### src/include/gate_prot_cfg.svh
// Purpose: Timing constants for the gate protection logic
// Assumes: 25 MHz clock, 40 ns period
// Notes:   Times kept in ns; cycle counts derived from them
`ifndef GATE_PROT_CFG_SVH
`define GATE_PROT_CFG_SVH
`define CLK_PERIOD_NS      40
`define UV_FILTER_NS       3000
`define BLANKING_NS        500
`define OC_HOLD_NS         30000
`define SIMUL_FILTER_NS    800
`define UV_FILTER_CYC      (`UV_FILTER_NS / `CLK_PERIOD_NS)
`define BLANKING_CYC       ((`BLANKING_NS + `CLK_PERIOD_NS - 1) / `CLK_PERIOD_NS)
`define OC_HOLD_CYC        (`OC_HOLD_NS / `CLK_PERIOD_NS)
`define SIMUL_FILTER_CYC   (`SIMUL_FILTER_NS / `CLK_PERIOD_NS)
`define CNT_W              10
`define PHASES             3
`endif

### src/include/gate_prot_pkg.sv
// Purpose: Types for the gate protection logic
// Assumes: Three phases
// Notes:   Count widths fit the longest hold
package gate_prot_pkg;
  typedef logic [2:0] phase_vec_t;
  typedef logic [9:0] cnt_t;
  typedef struct packed {
    phase_vec_t high_side_cmd;
    phase_vec_t low_side_cmd;
  } cmd_t;
  typedef struct packed {
    phase_vec_t high_gate_drive;
    phase_vec_t low_gate_drive;
  } gate_t;
  typedef struct packed {
    phase_vec_t bootstrap_uv;
    logic       logic_uv;
    logic       overcurrent_sense;
    cmd_t       cmd;
  } sync_t;
  typedef struct packed {
    sync_t      s1;
    sync_t      s2;
    phase_vec_t hs_cmd_d;
    cnt_t [2:0] hs_uv_cnt;
    phase_vec_t high_supply_lockout;
    phase_vec_t hs_rearm;
    cnt_t       vcc_uv_cnt;
    logic       logic_supply_lockout;
    cnt_t       blank_cnt;
    cnt_t       hold_cnt;
    logic       oc_active;
    cnt_t [2:0] simul_cnt;
    phase_vec_t simul_active;
    gate_t      gate;
    logic       fault_out_n;
  } state_t;
endpackage

### src/hw/gate_prot.sv
// Purpose: Protection and gating for one three-phase gate driver
// Assumes: Undervoltage and overcurrent arrive as comparator levels
// Notes:   All inputs except clk and arst_n pass two flip-flops before use
`timescale 1ns/1ps
`include "gate_prot_cfg.svh"
module gate_prot (
  input  wire logic                    clk,
  input  wire logic                    arst_n,
  input  wire gate_prot_pkg::cmd_t     cmd,
  input  wire gate_prot_pkg::phase_vec_t bootstrap_supply_low,
  input  wire logic                    logic_supply_low,
  input  wire logic                    overcurrent_sense,
  output gate_prot_pkg::gate_t         gate,
  output logic                         fault_out_n
);
  import gate_prot_pkg::*;

  state_t st_r;
  state_t st_nxt;

  localparam cnt_t UV_LIM    = cnt_t'(`UV_FILTER_CYC);
  localparam cnt_t BLANK_LIM = cnt_t'(`BLANKING_CYC);
  localparam cnt_t HOLD_LIM  = cnt_t'(`OC_HOLD_CYC);
  localparam cnt_t SIM_LIM   = cnt_t'(`SIMUL_FILTER_CYC);

  // Saturating filter count: up while condition holds, cleared otherwise
  function automatic cnt_t filt(input logic cond, input cnt_t c, input cnt_t lim);
    if (!cond)
      filt = '0;
    else if (c < lim)
      filt = c + cnt_t'(1);
    else
      filt = c;
  endfunction

  logic fault_any;
  logic hs_edge;

  always_comb begin
    st_nxt = st_r;
    fault_any = 1'b0;
    hs_edge = 1'b0;
    st_nxt.s1.bootstrap_uv      = bootstrap_supply_low;
    st_nxt.s1.logic_uv          = logic_supply_low;
    st_nxt.s1.overcurrent_sense = overcurrent_sense;
    st_nxt.s1.cmd               = cmd;
    st_nxt.s2 = st_r.s1;
    st_nxt.hs_cmd_d = st_r.s2.cmd.high_side_cmd;
    // Logic supply lockout with glitch filter
    st_nxt.vcc_uv_cnt = filt(st_r.s2.logic_uv, st_r.vcc_uv_cnt, UV_LIM);
    st_nxt.logic_supply_lockout = st_r.s2.logic_uv ? (st_nxt.vcc_uv_cnt == UV_LIM) : 1'b0;
    // Overcurrent blanking and hold
    st_nxt.blank_cnt = filt(st_r.s2.overcurrent_sense, st_r.blank_cnt, BLANK_LIM);
    if (st_nxt.blank_cnt == BLANK_LIM) begin
      st_nxt.oc_active = 1'b1;
      st_nxt.hold_cnt  = '0;
    end else if (st_r.oc_active) begin
      if (st_r.hold_cnt == HOLD_LIM - cnt_t'(1))
        st_nxt.oc_active = 1'b0;
      else
        st_nxt.hold_cnt = st_r.hold_cnt + cnt_t'(1);
    end
    for (int p = 0; p < `PHASES; p++) begin
      st_nxt.hs_uv_cnt[p] = filt(st_r.s2.bootstrap_uv[p], st_r.hs_uv_cnt[p], UV_LIM);
      if (st_nxt.hs_uv_cnt[p] == UV_LIM) begin
        st_nxt.high_supply_lockout[p] = 1'b1;
        st_nxt.hs_rearm[p] = 1'b1;
      end else if (!st_r.s2.bootstrap_uv[p]) begin
        st_nxt.high_supply_lockout[p] = 1'b0;
      end
      hs_edge = st_r.s2.cmd.high_side_cmd[p] & ~st_r.hs_cmd_d[p];
      if (!st_nxt.high_supply_lockout[p] && hs_edge)
        st_nxt.hs_rearm[p] = 1'b0;
      st_nxt.simul_cnt[p] = filt(st_r.s2.cmd.high_side_cmd[p] & st_r.s2.cmd.low_side_cmd[p],
                                 st_r.simul_cnt[p], SIM_LIM);
      st_nxt.simul_active[p] = (st_nxt.simul_cnt[p] == SIM_LIM);
    end
    // High-side lockout is deliberately left out of the fault term
    fault_any = st_nxt.logic_supply_lockout | st_nxt.oc_active | (|st_nxt.simul_active);
    st_nxt.fault_out_n = ~fault_any;
    for (int p = 0; p < `PHASES; p++) begin
      st_nxt.gate.high_gate_drive[p] = st_r.s2.cmd.high_side_cmd[p] & ~fault_any
                                       & ~st_nxt.high_supply_lockout[p] & ~st_nxt.hs_rearm[p];
      st_nxt.gate.low_gate_drive[p]  = st_r.s2.cmd.low_side_cmd[p] & ~fault_any;
    end
  end

  always_ff @(posedge clk or negedge arst_n) begin
    if (!arst_n) begin
      st_r <= '0;
      st_r.fault_out_n <= 1'b1;
    end else begin
      st_r <= st_nxt;
    end
  end

  assign gate = st_r.gate;
  assign fault_out_n = st_r.fault_out_n;

  property p_fault_gates_off;
    @(posedge clk) disable iff (!arst_n)
    !fault_out_n |-> (gate.high_gate_drive == 3'h0 && gate.low_gate_drive == 3'h0);
  endproperty
  a_fault_gates_off: assert property (p_fault_gates_off) else $error("gate on during fault");

  property p_hs_lock_no_fault;
    @(posedge clk) disable iff (!arst_n)
    (st_r.high_supply_lockout != 3'h0 && !st_r.logic_supply_lockout && !st_r.oc_active
     && st_r.simul_active == 3'h0) |-> fault_out_n;
  endproperty
  a_hs_lock_no_fault: assert property (p_hs_lock_no_fault) else $error("fault from high-side lockout");

  property p_hs_lock_gate;
    @(posedge clk) disable iff (!arst_n)
    st_r.high_supply_lockout[0] |-> !gate.high_gate_drive[0];
  endproperty
  a_hs_lock_gate: assert property (p_hs_lock_gate) else $error("high gate on in lockout");

  property p_vcc_fault;
    @(posedge clk) disable iff (!arst_n)
    st_r.logic_supply_lockout |-> !fault_out_n && gate.low_gate_drive == 3'h0;
  endproperty
  a_vcc_fault: assert property (p_vcc_fault) else $error("logic lockout without fault");

  property p_uv_short_ignored;
    @(posedge clk) disable iff (!arst_n)
    $rose(st_r.s2.logic_uv) |=> !st_r.logic_supply_lockout [*8];
  endproperty
  a_uv_short_ignored: assert property (p_uv_short_ignored) else $error("logic lockout too early");

  property p_oc_blank;
    @(posedge clk) disable iff (!arst_n)
    $rose(st_r.oc_active) |-> $past(st_r.s2.overcurrent_sense, 13);
  endproperty
  a_oc_blank: assert property (p_oc_blank) else $error("overcurrent trip before blanking");

  property p_oc_hold;
    @(posedge clk) disable iff (!arst_n)
    $rose(st_r.oc_active) |-> st_r.oc_active [*8] ##1 (st_r.oc_active || st_r.hold_cnt > 10'h0008);
  endproperty
  a_oc_hold: assert property (p_oc_hold) else $error("overcurrent hold too short");

  property p_oc_release;
    @(posedge clk) disable iff (!arst_n)
    (!st_r.s2.overcurrent_sense && $rose(st_r.oc_active)) |-> ##[1:760] !st_r.oc_active;
  endproperty
  a_oc_release: assert property (p_oc_release) else $error("overcurrent hold never ends");

  property p_simul_fault;
    @(posedge clk) disable iff (!arst_n)
    (st_r.simul_active != 3'h0) |-> !fault_out_n;
  endproperty
  a_simul_fault: assert property (p_simul_fault) else $error("overlap without fault");

  property p_simul_filter;
    @(posedge clk) disable iff (!arst_n)
    $rose(st_r.simul_active[0]) |-> $past(st_r.s2.cmd.high_side_cmd[0] & st_r.s2.cmd.low_side_cmd[0], 19);
  endproperty
  a_simul_filter: assert property (p_simul_filter) else $error("overlap filter too short");

  property p_pass;
    @(posedge clk) disable iff (!arst_n)
    (st_nxt.fault_out_n && !st_nxt.hs_rearm[1] && !st_nxt.high_supply_lockout[1])
      |=> gate.low_gate_drive[1] == $past(st_r.s2.cmd.low_side_cmd[1])
          && gate.high_gate_drive[1] == $past(st_r.s2.cmd.high_side_cmd[1]);
  endproperty
  a_pass: assert property (p_pass) else $error("commands not passed");

  property p_hs_lock_all;
    @(posedge clk) disable iff (!arst_n)
    (st_r.high_supply_lockout & gate.high_gate_drive) == 3'h0;
  endproperty
  a_hs_lock_all: assert property (p_hs_lock_all) else $error("high gate on in a locked phase");

  property p_rearm_hold;
    @(posedge clk) disable iff (!arst_n)
    (st_r.hs_rearm & gate.high_gate_drive) == 3'h0;
  endproperty
  a_rearm_hold: assert property (p_rearm_hold) else $error("high gate on before command edge");

  property p_hs_filter;
    @(posedge clk) disable iff (!arst_n)
    $rose(st_r.high_supply_lockout[0]) |-> $past(st_r.s2.bootstrap_uv[0], `UV_FILTER_CYC);
  endproperty
  a_hs_filter: assert property (p_hs_filter) else $error("bootstrap lockout before filter time");

  property p_vcc_filter;
    @(posedge clk) disable iff (!arst_n)
    $rose(st_r.logic_supply_lockout) |-> $past(st_r.s2.logic_uv, `UV_FILTER_CYC);
  endproperty
  a_vcc_filter: assert property (p_vcc_filter) else $error("logic lockout before filter time");

  property p_oc_gates;
    @(posedge clk) disable iff (!arst_n)
    st_r.oc_active |-> !fault_out_n && gate.high_gate_drive == 3'h0 && gate.low_gate_drive == 3'h0;
  endproperty
  a_oc_gates: assert property (p_oc_gates) else $error("gate on during overcurrent");

  property p_low_follow;
    @(posedge clk) disable iff (!arst_n)
    fault_out_n |-> gate.low_gate_drive == $past(st_r.s2.cmd.low_side_cmd);
  endproperty
  a_low_follow: assert property (p_low_follow) else $error("low gate not following command");
endmodule // gate_prot

### config.mk
export PLATFORM = sky130hd
export DESIGN_NAME = gate_prot
export DESIGN_NICKNAME = d
export VERILOG_FILES = /design/src/include/gate_prot_pkg.sv /design/src/hw/gate_prot.sv
export VERILOG_INCLUDE_DIRS = /design/src /design/src/include
export SDC_FILE = /design/constraint.sdc
export NUM_CORES = 1
export LEC_CHECK = 0
export ABC_CLOCK_PERIOD_IN_PS = 2140
export BUFFER_PORTS_ARGS = -buffer_cell sky130_fd_sc_hd__buf_2
export CAP_MARGIN = 15
export CORE_ASPECT_RATIO = 1.4
export CORE_MARGIN = 5
export CORE_UTILIZATION = 56
export DETAILED_ROUTE_END_ITERATION = 8
export GPL_TIMING_DRIVEN = 0
export MAX_ROUTING_LAYER = met4
export PLACE_DENSITY = 0.83
export REMOVE_ABC_BUFFERS = 1
export SLEW_MARGIN = 40
export SYNTH_ARGS = -nofsm -noshare
export SYNTH_HDL_FRONTEND = slang
export SYNTH_SLANG_ARGS = --single-unit
### constraint.sdc
create_clock -name clk -period 2.14 [get_ports clk]
set_clock_uncertainty 0.1 [all_clocks]
set_input_delay 0 -clock clk [delete_from_list [all_inputs] [get_ports clk]]
set_output_delay 0 -clock clk [all_outputs]
set_load 0.05 [all_outputs]
==> results of run 1 <==
## critical path, stage by stage, from the launching register on
cell and delay (ns):
sky130_fd_sc_hd__dfrtp_1 0.39, sky130_fd_sc_hd__or4_4 0.56, sky130_fd_sc_hd__or4_4 0.45, sky130_fd_sc_hd__a21oi_4 0.13
sky130_fd_sc_hd__a32oi_2 0.12, sky130_fd_sc_hd__and3_4 0.26, sky130_fd_sc_hd__and2_4 0.16
## flip-flops by register name, summed over array words and instances, names as in the netlist
| register | count |
|---|---|
| st_r | 108 |
| st_nxt | 14 |
| gate | 6 |
| fault_out_n | 1 |
## through the flow
step | setup slack (ns) | util [%] | hold WS (ns)
after floorplan | -0.598 | - | -0.396
after global placement | -1.26 | 58.0 | 0.00799
after detailed placement | -0.368 | 58.5 | -0.105
after CTS | -0.127 | 67.6 | 0.0689
after global routing | -0.192 | 70.2 | 0.0934
final | -0.140 | 70.2 | 0.0322
## cells by family after synthesis
logic type / Yosys count / synth area share, %
DFF: 129 / 55.8
xor gates and xnor gates: 29 / 4.39
adders and majority gates: 11 / 2.38
AOI/OAI and AO/OA: 82 / 9.99
and+or+nand+nor: 233 / 22.4
muxes: 13 / 2.27
buffers and inverters: 35 / 2.79
## path summary, 6_finish.rpt
kind                            cells after the start  slack (ns)         from     endpoint
worst min-delay path                                2        0.03       arst_n     st_r[89]
min in group clk                                    2        0.13       cmd[4]  st_nxt[115]
worst min register to register                      0        0.25  st_nxt[111]    st_r[111]
worst max-delay path                                6       -0.14     st_r[37]      gate[2]
max in group asynchronous                           3        1.20       arst_n  fault_out_n
worst max register to register                      6       -0.14     st_r[37]      gate[2]
## what timing repair did
| item | in CTS | in global routing |
|---|---|---|
| gates cloned | 0 | 0 |
| setup endpoints to repair | 19 | 22 |
| hold buffers | 12 | 0 |
| gates resized for setup | 23 | 28 |
| endpoints found under the hold margin | 139 | 0 |
| pin swaps | 6 | 19 |
| buffers inserted | 8 | 18 |
## layout by cell type, fill, tap and decap left out, types with 13 or more instances in the layout
| cell | count |
|---|---|
| sky130_fd_sc_hd__a21oi_1 | 15 |
| sky130_fd_sc_hd__and2_1 | 33 |
| sky130_fd_sc_hd__and3_1 | 20 |
| sky130_fd_sc_hd__buf_2 | 18 |
| sky130_fd_sc_hd__buf_4 | 27 |
| sky130_fd_sc_hd__clkbuf_16 | 17 |
| sky130_fd_sc_hd__dfrtp_1 | 126 |
| sky130_fd_sc_hd__nand2_1 | 43 |
| sky130_fd_sc_hd__nor2_1 | 36 |
| sky130_fd_sc_hd__nor3_1 | 13 |
| sky130_fd_sc_hd__xnor2_1 | 18 |
## report_power, final
part           switching, uW  internal, uW
Combinational            182           159
Sequential              89.4          2510
Clock                   1020          2150
## cell type report
type                       instances  area (um2)  area share (%)
clock buffer                      22         474            6.59
timing repair buffer              59         455            6.33
inverter                          12        45.0           0.626
multi-input combinational        368        2630            36.6
clock inverter                    10         180            2.51
sequential                       129        3230            44.9
tap                              138         173            2.40
## metal layers
| metal | GRT usage, % | up-vias | wire length, um |
|---|---|---|---|
| li1 | - | 2011 | - |
| met2 | 32.8 | 98 | 6170 |
| met4 | 8.79 | 0 | 295 |
| met3 | 5.42 | 33 | 462 |
| met1 | 24.4 | 2136 | 4790 |
| met5 | - | - | 0 |
==> metrics.txt, run 1 <==
# TYPE chip_impl_metric gauge
chip_impl_metric{name="initial_antenna_violation_count",unit=""} 0
chip_impl_metric{name="synth.yosys.seq_area_share",unit="%"} 55.8
chip_impl_info{name="failed_checks",value="negative setup slack"} 1
chip_impl_metric{name="port-buffer-count",unit=""} 19
chip_impl_metric{name="ir_drop",unit="uV"} 588
chip_impl_metric{name="initial_utilization",unit="%"} 56.5
chip_impl_metric{name="fill_cells",unit=""} 689
chip_impl_info{name="crit_path_end_kind",value="register"} 1
chip_impl_metric{name="final_max_slew_viol_count",unit=""} 0
chip_impl_metric{name="post_synth.cell_area_avg",unit="um2"} 10.9
chip_impl_metric{name="cp_data_required_time",unit="ns"} 2.34
chip_impl_metric{name="syn-cell-area",unit="um2"} 5790
chip_impl_metric{name="drc_errors",unit=""} 0
chip_impl_info{name="run_status",value="finished with violations"} 1
chip_impl_metric{name="drt_iter0_markers",unit=""} 183
chip_impl_metric{name="grt_first_pass_wirelength",unit="mm"} 19.6
chip_impl_metric{name="ys_types",unit=""} 58
chip_impl_metric{name="fin_nets",unit=""} 611
chip_impl_metric{name="ant_nets",unit=""} 0
chip_impl_metric{name="top_level_ports",unit=""} 20
chip_impl_metric{name="maxSlewHeadroom",unit="%"} 56.3
chip_impl_metric{name="drv_cap",unit=""} 0
chip_impl_metric{name="grt_max_degree",unit=""} 72
chip_impl_metric{name="detailedRoute.firstPassIterationCount",unit=""} 5
chip_impl_metric{name="timing.final.hold_violations",unit=""} 0
chip_impl_metric{name="crit_arrival",unit="ns"} 2.48
chip_impl_metric{name="tightestPinTransition",unit="ns"} 0.650
chip_impl_info{name="synth.top_cells.by_area",value="sky130_fd_sc_hd__dfrtp_1 (55%), sky130_fd_sc_hd__and2_1 (3.9%), sky130_fd_sc_hd__nand2_1 (2.9%)"} 1
chip_impl_metric{name="drive_above_1_share",unit="%"} 20.2
chip_impl_metric{name="pwr_density_cell",unit="nW/um2"} 851
chip_impl_metric{name="cts-root-to-sink-buffers",unit=""} 2
chip_impl_metric{name="insertion_delay",unit="ns"} 0.41
chip_impl_metric{name="clock_sinks",unit=""} 129
chip_impl_metric{name="die_wd",unit="um"} 95.9
chip_impl_info{name="cts_tree",value="yes"} 1
chip_impl_metric{name="path_clk_slew",unit="ns"} 0.06
chip_impl_metric{name="grt-ovfl-total",unit=""} 0
chip_impl_metric{name="stdcell_area",unit="um2"} 7190
chip_impl_metric{name="totalNegativeSetupSlack",unit="ns"} -0.840
chip_impl_metric{name="antenna_cells_inserted",unit=""} 0
chip_impl_metric{name="finalWirelength",unit="mm"} 11.7
chip_impl_metric{name="number_of_global_route_vias_before_repair",unit=""} 4252
chip_impl_info{name="rsz0062_at_grt",value="yes"} 1
chip_impl_info{name="ctsRootBufferMaster",value="sky130_fd_sc_hd__clkbuf_16"} 1
chip_impl_metric{name="post-place-cells",unit=""} 668
chip_impl_info{name="setup.worst_path.start_class",value="register"} 1
chip_impl_metric{name="fp-row-count",unit=""} 44
chip_impl_metric{name="netlist_instances",unit=""} 532
chip_impl_metric{name="die_ar",unit="um2"} 12500
chip_impl_metric{name="yosys_warnings",unit=""} 0
chip_impl_metric{name="count_of_vias_placed_by_the_detailed_router",unit=""} 4278
chip_impl_metric{name="max_freq",unit="MHz"} 439
chip_impl_metric{name="p_total",unit="uW"} 6120
chip_impl_metric{name="setup_violations",unit=""} 7
chip_impl_metric{name="share_of_flip_flops_with_an_asynchronous_set_or_reset_after_synthesis",unit="%"} 100
chip_impl_metric{name="area_growth_syn_to_layout",unit="%"} 24.2
chip_impl_info{name="dominantRegCellSynth",value="sky130_fd_sc_hd__dfrtp_1"} 1
chip_impl_metric{name="globalplace.congestion",unit=""} 0.852
chip_impl_info{name="timing.hold.worst.class",value="input port to async pin"} 1
chip_impl_metric{name="detailed_place_hpwl",unit="mm"} 6.79
chip_impl_metric{name="post_layout_nonfiller_instances",unit=""} 738
chip_impl_metric{name="routed_via_density",unit=""} 5.80
chip_impl_metric{name="period_needed",unit="ns"} 2.28
chip_impl_metric{name="worst-path-max-fanout",unit=""} 7
chip_impl_metric{name="routed_length_per_instance",unit="um"} 15.9
chip_impl_metric{name="synth_largest_type_area_fraction",unit="%"} 55.3
chip_impl_info{name="synth_most_common_cell",value="sky130_fd_sc_hd__dfrtp_1"} 1
chip_impl_metric{name="core_region_area",unit="um2"} 10200
chip_impl_metric{name="min_period_over_period",unit="%"} 107
chip_impl_info{name="timing_worst_setup_path_type",value="register to register"} 1
chip_impl_info{name="biggest_area_consumer_among_synthesized_cells",value="sky130_fd_sc_hd__dfrtp_1"} 1
chip_impl_metric{name="worst_slack",unit="ns"} -0.140
chip_impl_info{name="ys_top_cells_by_count",value="sky130_fd_sc_hd__dfrtp_1 (128), sky130_fd_sc_hd__nand2_1 (44), sky130_fd_sc_hd__nor2_1 (37), sky130_fd_sc_hd__and2_1 (36), sky130_fd_sc_hd__and3_1 (23)"} 1
chip_impl_metric{name="grt.total_usage",unit="%"} 20.5
chip_impl_metric{name="number_of_h_tree_branching_levels",unit=""} 4
chip_impl_metric{name="postSynthRegisterBits",unit=""} 129
chip_impl_metric{name="die_y",unit="um"} 130
chip_impl_metric{name="number_of_cts_inserted_buffers",unit=""} 17
chip_impl_metric{name="detailed_place.area",unit="um2"} 5990
chip_impl_metric{name="power.leakage",unit="uW"} 0.00342
chip_impl_metric{name="synth-edff-count",unit=""} 0
No activity file was read; power rests on OpenSTA's default activity.
==> run 2, diff against run 1 <==
--- a/config.mk
+++ b/config.mk
@@ -7,15 +7,15 @@
 export NUM_CORES = 1
 export LEC_CHECK = 0
 export ABC_CLOCK_PERIOD_IN_PS = 2140
-export BUFFER_PORTS_ARGS = -buffer_cell sky130_fd_sc_hd__buf_2
 export CAP_MARGIN = 15
 export CORE_ASPECT_RATIO = 1.4
 export CORE_MARGIN = 5
 export CORE_UTILIZATION = 56
 export DETAILED_ROUTE_END_ITERATION = 8
+export DONT_BUFFER_PORTS = 1
 export GPL_TIMING_DRIVEN = 0
 export MAX_ROUTING_LAYER = met4
-export PLACE_DENSITY = 0.83
+export PLACE_DENSITY = 0.81
 export REMOVE_ABC_BUFFERS = 1
 export SLEW_MARGIN = 40
 export SYNTH_ARGS = -nofsm -noshare
==> run 2 against run 1 <==
Effect of this change: flip-flop and latch count did not move; critical path depth rose by 1; die area did not move; combinational power fell by 19%; largest power group unchanged; the run ends with negative hold slack, negative setup slack left.
==> metrics.txt, run 2 (synthesis results as in run 1) <==
# TYPE chip_impl_metric gauge
chip_impl_metric{name="path_clk_slew",unit="ns"} 0.06
chip_impl_info{name="layout_common_cells",value="sky130_fd_sc_hd__dfrtp_1 (125), sky130_fd_sc_hd__nand2_1 (41), sky130_fd_sc_hd__nor2_1 (36)"} 1
chip_impl_metric{name="routed_length_per_instance",unit="um"} 17.6
chip_impl_info{name="timing_worst_setup_path_type",value="register to register"} 1
chip_impl_metric{name="number_of_cts_inserted_buffers",unit=""} 17
chip_impl_metric{name="holdWs",unit="ns"} -0.824
chip_impl_info{name="ctsRootBufferMaster",value="sky130_fd_sc_hd__clkbuf_16"} 1
chip_impl_metric{name="post_layout_nonfiller_instances",unit=""} 726
chip_impl_metric{name="die_y",unit="um"} 130
chip_impl_metric{name="port-buffer-count",unit=""} 0
chip_impl_metric{name="grt_max_degree",unit=""} 130
chip_impl_metric{name="maxSlewHeadroom",unit="%"} 58.5
chip_impl_metric{name="detailed_place_hpwl",unit="mm"} 6.71
chip_impl_info{name="run_status",value="finished with violations"} 1
chip_impl_metric{name="timing.final.hold_violations",unit=""} 129
chip_impl_metric{name="finalCoreUtilization",unit="%"} 69.9
chip_impl_metric{name="grt.total_usage",unit="%"} 21.8
chip_impl_metric{name="top_level_ports",unit=""} 20
chip_impl_metric{name="cts-root-to-sink-buffers",unit=""} 2
chip_impl_metric{name="preCtsSetupSlack",unit="ns"} -0.659
chip_impl_metric{name="period_needed",unit="ns"} 2.41
chip_impl_metric{name="final_max_slew_viol_count",unit=""} 0
chip_impl_metric{name="antenna_cells_inserted",unit=""} 0
chip_impl_metric{name="fin_nets",unit=""} 599
chip_impl_info{name="failed_checks",value="negative hold slack, negative setup slack"} 1
chip_impl_metric{name="setup_violations",unit=""} 8
chip_impl_metric{name="area_growth_syn_to_layout",unit="%"} 23.6
chip_impl_info{name="crit_path_end_kind",value="register"} 1
chip_impl_info{name="critical_path.reg2reg.startpoint",value="st_r[20]"} 1
chip_impl_metric{name="drive_above_1_share",unit="%"} 20.2
chip_impl_metric{name="pwr_density_cell",unit="nW/um2"} 843
chip_impl_metric{name="number_of_h_tree_branching_levels",unit=""} 4
chip_impl_metric{name="largest_register_ffs",unit=""} 108
chip_impl_metric{name="totalNegativeSetupSlack",unit="ns"} -1.64
chip_impl_info{name="timing.hold.worst.class",value="input port to async pin"} 1
chip_impl_info{name="layout.cells.most_common",value="sky130_fd_sc_hd__dfrtp_1"} 1
chip_impl_metric{name="worst-path-max-fanout",unit=""} 7
chip_impl_metric{name="ir_drop",unit="uV"} 599
chip_impl_metric{name="count_of_vias_placed_by_the_detailed_router",unit=""} 4304
chip_impl_metric{name="ant_nets",unit=""} 0
chip_impl_metric{name="initial_utilization",unit="%"} 56.5
chip_impl_metric{name="post-place-cells",unit=""} 648
chip_impl_info{name="setup.worst_path.start_class",value="register"} 1
chip_impl_metric{name="globalplace.congestion",unit=""} 0.818
chip_impl_metric{name="stdcell_area",unit="um2"} 7160
chip_impl_metric{name="grt_first_pass_wirelength",unit="mm"} 20.5
chip_impl_metric{name="min_period_over_period",unit="%"} 113
chip_impl_metric{name="routed_via_density",unit=""} 5.93
chip_impl_info{name="cts_tree",value="yes"} 1
chip_impl_metric{name="worst-r2r-cell-count",unit=""} 7
chip_impl_metric{name="cp_data_required_time",unit="ns"} 2.36
chip_impl_metric{name="power.leakage",unit="uW"} 0.00339
chip_impl_info{name="regMostFlops",value="st_r"} 1
chip_impl_metric{name="max_freq",unit="MHz"} 415
chip_impl_metric{name="number_of_global_route_vias_before_repair",unit=""} 4369
chip_impl_metric{name="drt_iter0_markers",unit=""} 256
chip_impl_metric{name="cts-hold-fix-buffers",unit=""} 11
chip_impl_metric{name="tightestPinTransition",unit="ns"} 0.618
chip_impl_metric{name="drc_errors",unit=""} 0
chip_impl_metric{name="detailedRoute.firstPassIterationCount",unit=""} 5
chip_impl_metric{name="fp-row-count",unit=""} 44
chip_impl_metric{name="drv_cap",unit=""} 0
chip_impl_metric{name="detailed_place.area",unit="um2"} 5860
chip_impl_metric{name="grt-ovfl-total",unit=""} 0
chip_impl_metric{name="worst_slack",unit="ns"} -0.270
chip_impl_metric{name="core_region_area",unit="um2"} 10200
chip_impl_metric{name="insertion_delay",unit="ns"} 0.42
chip_impl_metric{name="initial_antenna_violation_count",unit=""} 0
chip_impl_metric{name="crit_arrival",unit="ns"} 2.63
chip_impl_metric{name="die_wd",unit="um"} 95.9
chip_impl_metric{name="finalWirelength",unit="mm"} 12.8
chip_impl_info{name="rr_endpoint",value="gate[3]"} 1
chip_impl_metric{name="die_ar",unit="um2"} 12500
chip_impl_metric{name="setup.reg_to_reg.worst_slack",unit="ns"} -0.27
chip_impl_metric{name="clock_sinks",unit=""} 129
chip_impl_info{name="rsz0062_at_grt",value="yes"} 1
==> run 2: cell count changes in the layout (fill, tap and decap cells not counted), sizes merged <==
| cell | delta |
|---|---|
| clkinv | +2 |
| clkbuf | -2 |
| bufinv | -1 |
| inv | +1 |
| buf | -11 |
| dlygate4sd3 | -1 |
==> run 2: worst max-delay path by stage <==
stage	startpoint	to	depth (start not counted)
after floorplan	st_r[58]	gate[4]	6
after global placement	st_r[58]	gate[4]	6
after detailed placement	st_r[51]	gate[4]	9
after CTS	st_r[58]	gate[4]	7
after global routing	st_r[20]	gate[3]	7
final	st_r[20]	gate[3]	7
==> run 2: layout make-up <==
type / count / area (um2)
timing repair buffer: 47 / 399
inverter: 12 / 45.0
sequential: 129 / 3230
multi-input combinational: 368 / 2660
clock buffer: 20 / 467
clock inverter: 12 / 180
fill: 690 / 3080
tap: 138 / 173
==> run 2: repair_timing <==
action / 4_1_cts / 5_1_grt
gates cloned: 0 / 0
pin swaps: 10 / 16
endpoints found under the hold margin: 140 / 129
setup buffers: 22 / 14
setup endpoints to repair: 16 / 18
gates resized for setup: 34 / 28
==> run 2: routing by layer <==
layer  routed length [um]  global-route usage, %
met3                  518                   6.69
met5                    0                      -
met2                 6810                   34.3
met4                  350                   9.88
met1                 5120                   25.5
==> run 2: report_power, final <==
group / internal, uW / switching [uW] / leakage, uW / total (uW)
clock network: 2040 / 1080 / 0.000313 / 3130
logic: 151 / 124 / 0.00137 / 275
registers: 2510 / 113 / 0.00171 / 2630
==> run 2: critical path: stages, from the launching register on <==
cell and delay (ns):
sky130_fd_sc_hd__dfrtp_1 0.43, sky130_fd_sc_hd__ha_1 0.30, sky130_fd_sc_hd__nor4b_1 0.29, sky130_fd_sc_hd__a21oi_1 0.19
sky130_fd_sc_hd__a311oi_2 0.39, sky130_fd_sc_hd__a311oi_2 0.17, sky130_fd_sc_hd__and3_4 0.26, sky130_fd_sc_hd__and3_4 0.19
==> run 2: per-stage QoR <==
stage               power, uW  hold WS [ns]
global route             6240        -0.840
global placement         2830        -0.390
finish                   6030        -0.824
CTS                      6020        -0.829
floorplan                2790        -0.396
detailed placement       2850        -0.391
==> run 3, diff against run 2 <==
--- a/config.mk
+++ b/config.mk
@@ -6,7 +6,7 @@
 export SDC_FILE = /design/constraint.sdc
 export NUM_CORES = 1
 export LEC_CHECK = 0
-export ABC_CLOCK_PERIOD_IN_PS = 2140
+export ABC_CLOCK_PERIOD_IN_PS = 3100
 export CAP_MARGIN = 15
 export CORE_ASPECT_RATIO = 1.4
 export CORE_MARGIN = 5
@@ -15,8 +15,9 @@
 export DONT_BUFFER_PORTS = 1
 export GPL_TIMING_DRIVEN = 0
 export MAX_ROUTING_LAYER = met4
-export PLACE_DENSITY = 0.81
+export PLACE_DENSITY = 0.78
 export REMOVE_ABC_BUFFERS = 1
+export SKIP_LAST_GASP = 1
 export SLEW_MARGIN = 40
 export SYNTH_ARGS = -nofsm -noshare
 export SYNTH_HDL_FRONTEND = slang
==> constraint.sdc (replaced) <==
create_clock -name clk -period 3.1 [get_ports clk]
set_clock_uncertainty 0.1 [all_clocks]
set_input_delay 0 -clock clk [delete_from_list [all_inputs] [get_ports clk]]
set_output_delay 0 -clock clk [all_outputs]
set_load 0.05 [all_outputs]
==> run 3 against run 2 <==
Effect of this change: the run now ends clean; flip-flop and latch count unchanged; largest cell class unchanged; non-clock buffer count fell by 33; setup slack gained 0.75 ns.
==> metrics.txt, run 3 (synthesis results as in run 1) <==
# TYPE chip_impl_metric gauge
chip_impl_info{name="cts_tree",value="yes"} 1
chip_impl_metric{name="detailedRoute.firstPassIterationCount",unit=""} 5
chip_impl_metric{name="number_of_h_tree_branching_levels",unit=""} 4
chip_impl_metric{name="maxSlewHeadroom",unit="%"} 57.5
chip_impl_metric{name="drc_errors",unit=""} 0
chip_impl_metric{name="timing.final.hold_violations",unit=""} 0
chip_impl_metric{name="initial_antenna_violation_count",unit=""} 0
chip_impl_info{name="regMostFlops",value="st_r"} 1
chip_impl_metric{name="grt_first_pass_wirelength",unit="mm"} 18.3
chip_impl_metric{name="worst-r2r-cell-count",unit=""} 7
chip_impl_metric{name="drt_iter0_markers",unit=""} 225
chip_impl_info{name="hp-start",value="bootstrap_supply_low[2]"} 1
chip_impl_metric{name="number_of_cts_inserted_buffers",unit=""} 17
chip_impl_metric{name="setup_violations",unit=""} 0
chip_impl_metric{name="pint",unit="uW"} 3130
chip_impl_metric{name="die_y",unit="um"} 130
chip_impl_metric{name="power.leakage",unit="uW"} 0.00317
chip_impl_metric{name="path_clk_slew",unit="ns"} 0.05
chip_impl_metric{name="ir_drop",unit="uV"} 410
chip_impl_metric{name="antenna_cells_inserted",unit=""} 0
chip_impl_metric{name="p_total",unit="uW"} 4000
chip_impl_metric{name="p_switching",unit="uW"} 864
chip_impl_info{name="min_to",value="st_nxt[121]"} 1
chip_impl_metric{name="die_ar",unit="um2"} 12500
chip_impl_metric{name="period_needed",unit="ns"} 2.62
chip_impl_metric{name="crit_arrival",unit="ns"} 2.82
chip_impl_metric{name="number_of_global_route_vias_before_repair",unit=""} 4041
chip_impl_info{name="critPathSlowestCell",value="sky130_fd_sc_hd__dfrtp_1"} 1
chip_impl_metric{name="tightestPinTransition",unit="ns"} 0.632
chip_impl_metric{name="p_clk_share",unit="%"} 50.3
chip_impl_metric{name="globalplace.congestion",unit=""} 0.844
chip_impl_info{name="critical_path.reg2reg.startpoint",value="st_r[62]"} 1
chip_impl_metric{name="area_growth_syn_to_layout",unit="%"} 14.2
chip_impl_info{name="ctsRootBufferMaster",value="sky130_fd_sc_hd__clkbuf_16"} 1
chip_impl_metric{name="post-place-cells",unit=""} 648
chip_impl_metric{name="fp-row-count",unit=""} 44
chip_impl_info{name="crit_path_end_kind",value="register"} 1
chip_impl_metric{name="fill_cells",unit=""} 787
chip_impl_metric{name="clock_sinks",unit=""} 129
chip_impl_info{name="worstPathCellList",value="ha_1, o211a_1, nor4b_1, mux2i_1, nand4_1, and3_1, and3_1"} 1
chip_impl_metric{name="cpPeakStageDelay",unit="ns"} 0.43
chip_impl_metric{name="holdWs",unit="ns"} 0.0379
chip_impl_metric{name="finalWirelength",unit="mm"} 10.1
chip_impl_metric{name="detailed_place_hpwl",unit="mm"} 6.63
chip_impl_info{name="layout_common_cells",value="sky130_fd_sc_hd__dfrtp_1 (128), sky130_fd_sc_hd__nand2_1 (44), sky130_fd_sc_hd__nor2_1 (37)"} 1
chip_impl_metric{name="ant_nets",unit=""} 0
chip_impl_metric{name="switching_share",unit="%"} 21.6
chip_impl_metric{name="drv_cap",unit=""} 0
chip_impl_info{name="setup.worst_path.start_class",value="register"} 1
chip_impl_metric{name="grt_max_degree",unit=""} 130
chip_impl_metric{name="min_period_over_period",unit="%"} 84.4
chip_impl_metric{name="post_layout_nonfiller_instances",unit=""} 693
chip_impl_metric{name="setup.reg_to_reg.worst_slack",unit="ns"} 0.48
chip_impl_metric{name="cp_data_required_time",unit="ns"} 3.30
chip_impl_info{name="timing_worst_setup_path_type",value="register to register"} 1
chip_impl_metric{name="grt.total_usage",unit="%"} 19.4
chip_impl_metric{name="worst-path-max-fanout",unit=""} 7
chip_impl_metric{name="largest_register_ffs",unit=""} 108
chip_impl_metric{name="p_seq_share",unit="%"} 45.3
chip_impl_metric{name="insertion_delay",unit="ns"} 0.42
chip_impl_info{name="run_status",value="complete, no violations"} 1
chip_impl_metric{name="pwr_density_cell",unit="nW/um2"} 605
chip_impl_info{name="timing.hold.worst.class",value="input port to register"} 1
chip_impl_metric{name="number_of_cells_on_the_worst_hold_path",unit=""} 1
chip_impl_metric{name="final_max_slew_viol_count",unit=""} 0
chip_impl_metric{name="core_region_area",unit="um2"} 10200
chip_impl_info{name="rsz0062_at_grt",value="no"} 1
chip_impl_metric{name="die_wd",unit="um"} 95.9
chip_impl_metric{name="cts-root-to-sink-buffers",unit=""} 2
chip_impl_info{name="layout.cells.most_common",value="sky130_fd_sc_hd__dfrtp_1"} 1
chip_impl_metric{name="count_of_vias_placed_by_the_detailed_router",unit=""} 3971
chip_impl_metric{name="initial_utilization",unit="%"} 56.5
chip_impl_metric{name="combPwrFrac",unit="%"} 4.4
chip_impl_metric{name="fin_nets",unit=""} 566
chip_impl_metric{name="top_level_ports",unit=""} 20
chip_impl_metric{name="grt-ovfl-total",unit=""} 0
chip_impl_metric{name="max_freq",unit="MHz"} 382
chip_impl_metric{name="routed_via_density",unit=""} 5.73
chip_impl_info{name="rr_endpoint",value="gate[4]"} 1
chip_impl_metric{name="drive_above_1_share",unit="%"} 6.85
chip_impl_metric{name="routed_length_per_instance",unit="um"} 14.5
chip_impl_metric{name="finalCoreUtilization",unit="%"} 64.6
chip_impl_info{name="critical-path-top-cell-by-count",value="sky130_fd_sc_hd__and3_1"} 1
chip_impl_metric{name="port-buffer-count",unit=""} 0
chip_impl_metric{name="post-cts-setup-buffer-count",unit=""} 0
## run 3: changes by cell type in the layout (fill, tap and decap cells not counted), sizes merged
cell / before / now
buf: 36 / 2
bufinv: 4 / 3
clkbuf: 20 / 21
clkinv: 5 / 6
dlygate4sd3: 11 / 12
inv: 13 / 12
## run 3: layer usage
metal / vias up / global-route usage [%] / part of all wire, %
met5: - / - / 0
met4: 0 / 8.29 / 1.7
met3: 13 / 5.19 / 2.9
met2: 50 / 32.3 / 53
met1: 1999 / 21.8 / 42
li1: 1909 / - / -
## run 3: power by group through the flow
stage	clock network [uW]	registers (uW)	logic, uW
after floorplan	0	1820	105
after global placement	0	1840	121
after detailed placement	0	1840	131
after CTS	2040	1810	183
after global routing	2120	1820	204
final	2010	1810	177
## run 3: area by class of cell
| class | count | area, um2 | share of cell area (%) |
|---|---|---|---|
| clock buffer | 21 | 470 | 7.12 |
| clock inverter | 11 | 135 | 2.04 |
| inverter | 12 | 45.0 | 0.681 |
| multi-input combinational | 368 | 2400 | 36.4 |
| sequential | 129 | 3230 | 48.9 |
| tap | 138 | 173 | 2.61 |
| timing repair buffer | 14 | 153 | 2.31 |
## run 3: worst max-delay path, delay by kind of cell (launching register included)
family	cells	cell delay (ns)
and+or+nand+nor	4	1.19
DFF	1	0.43
muxes	1	0.30
AOI/OAI and AO/OA	1	0.25
adders and majority gates	1	0.24
## run 3: worst max-delay path by stage
stage | start | end | cells past startpoint
CTS | st_r[62] | gate[4] | 7
finish | st_r[62] | gate[4] | 7
global route | st_r[51] | gate[4] | 8
floorplan | st_r[58] | gate[4] | 6
detailed placement | st_r[62] | gate[4] | 7
global placement | st_r[51] | gate[4] | 8
## run 3: repair_timing
item | 4_1_cts | 5_1_grt
gates resized for setup | 0 | 0
endpoints found under the hold margin | 140 | 0
hold buffers | 13 | 0
## run 3: through the flow
stage / setup WS (ns) / area (um2) / setup TNS (ns)
detailed placement: 0.444 / 5860 / 0
CTS: 0.394 / 6610 / 0
finish: 0.483 / 6610 / 0
floorplan: 0.362 / 5670 / 0
global placement: -0.439 / 5850 / -2.74
global route: 0.282 / 6610 / 0
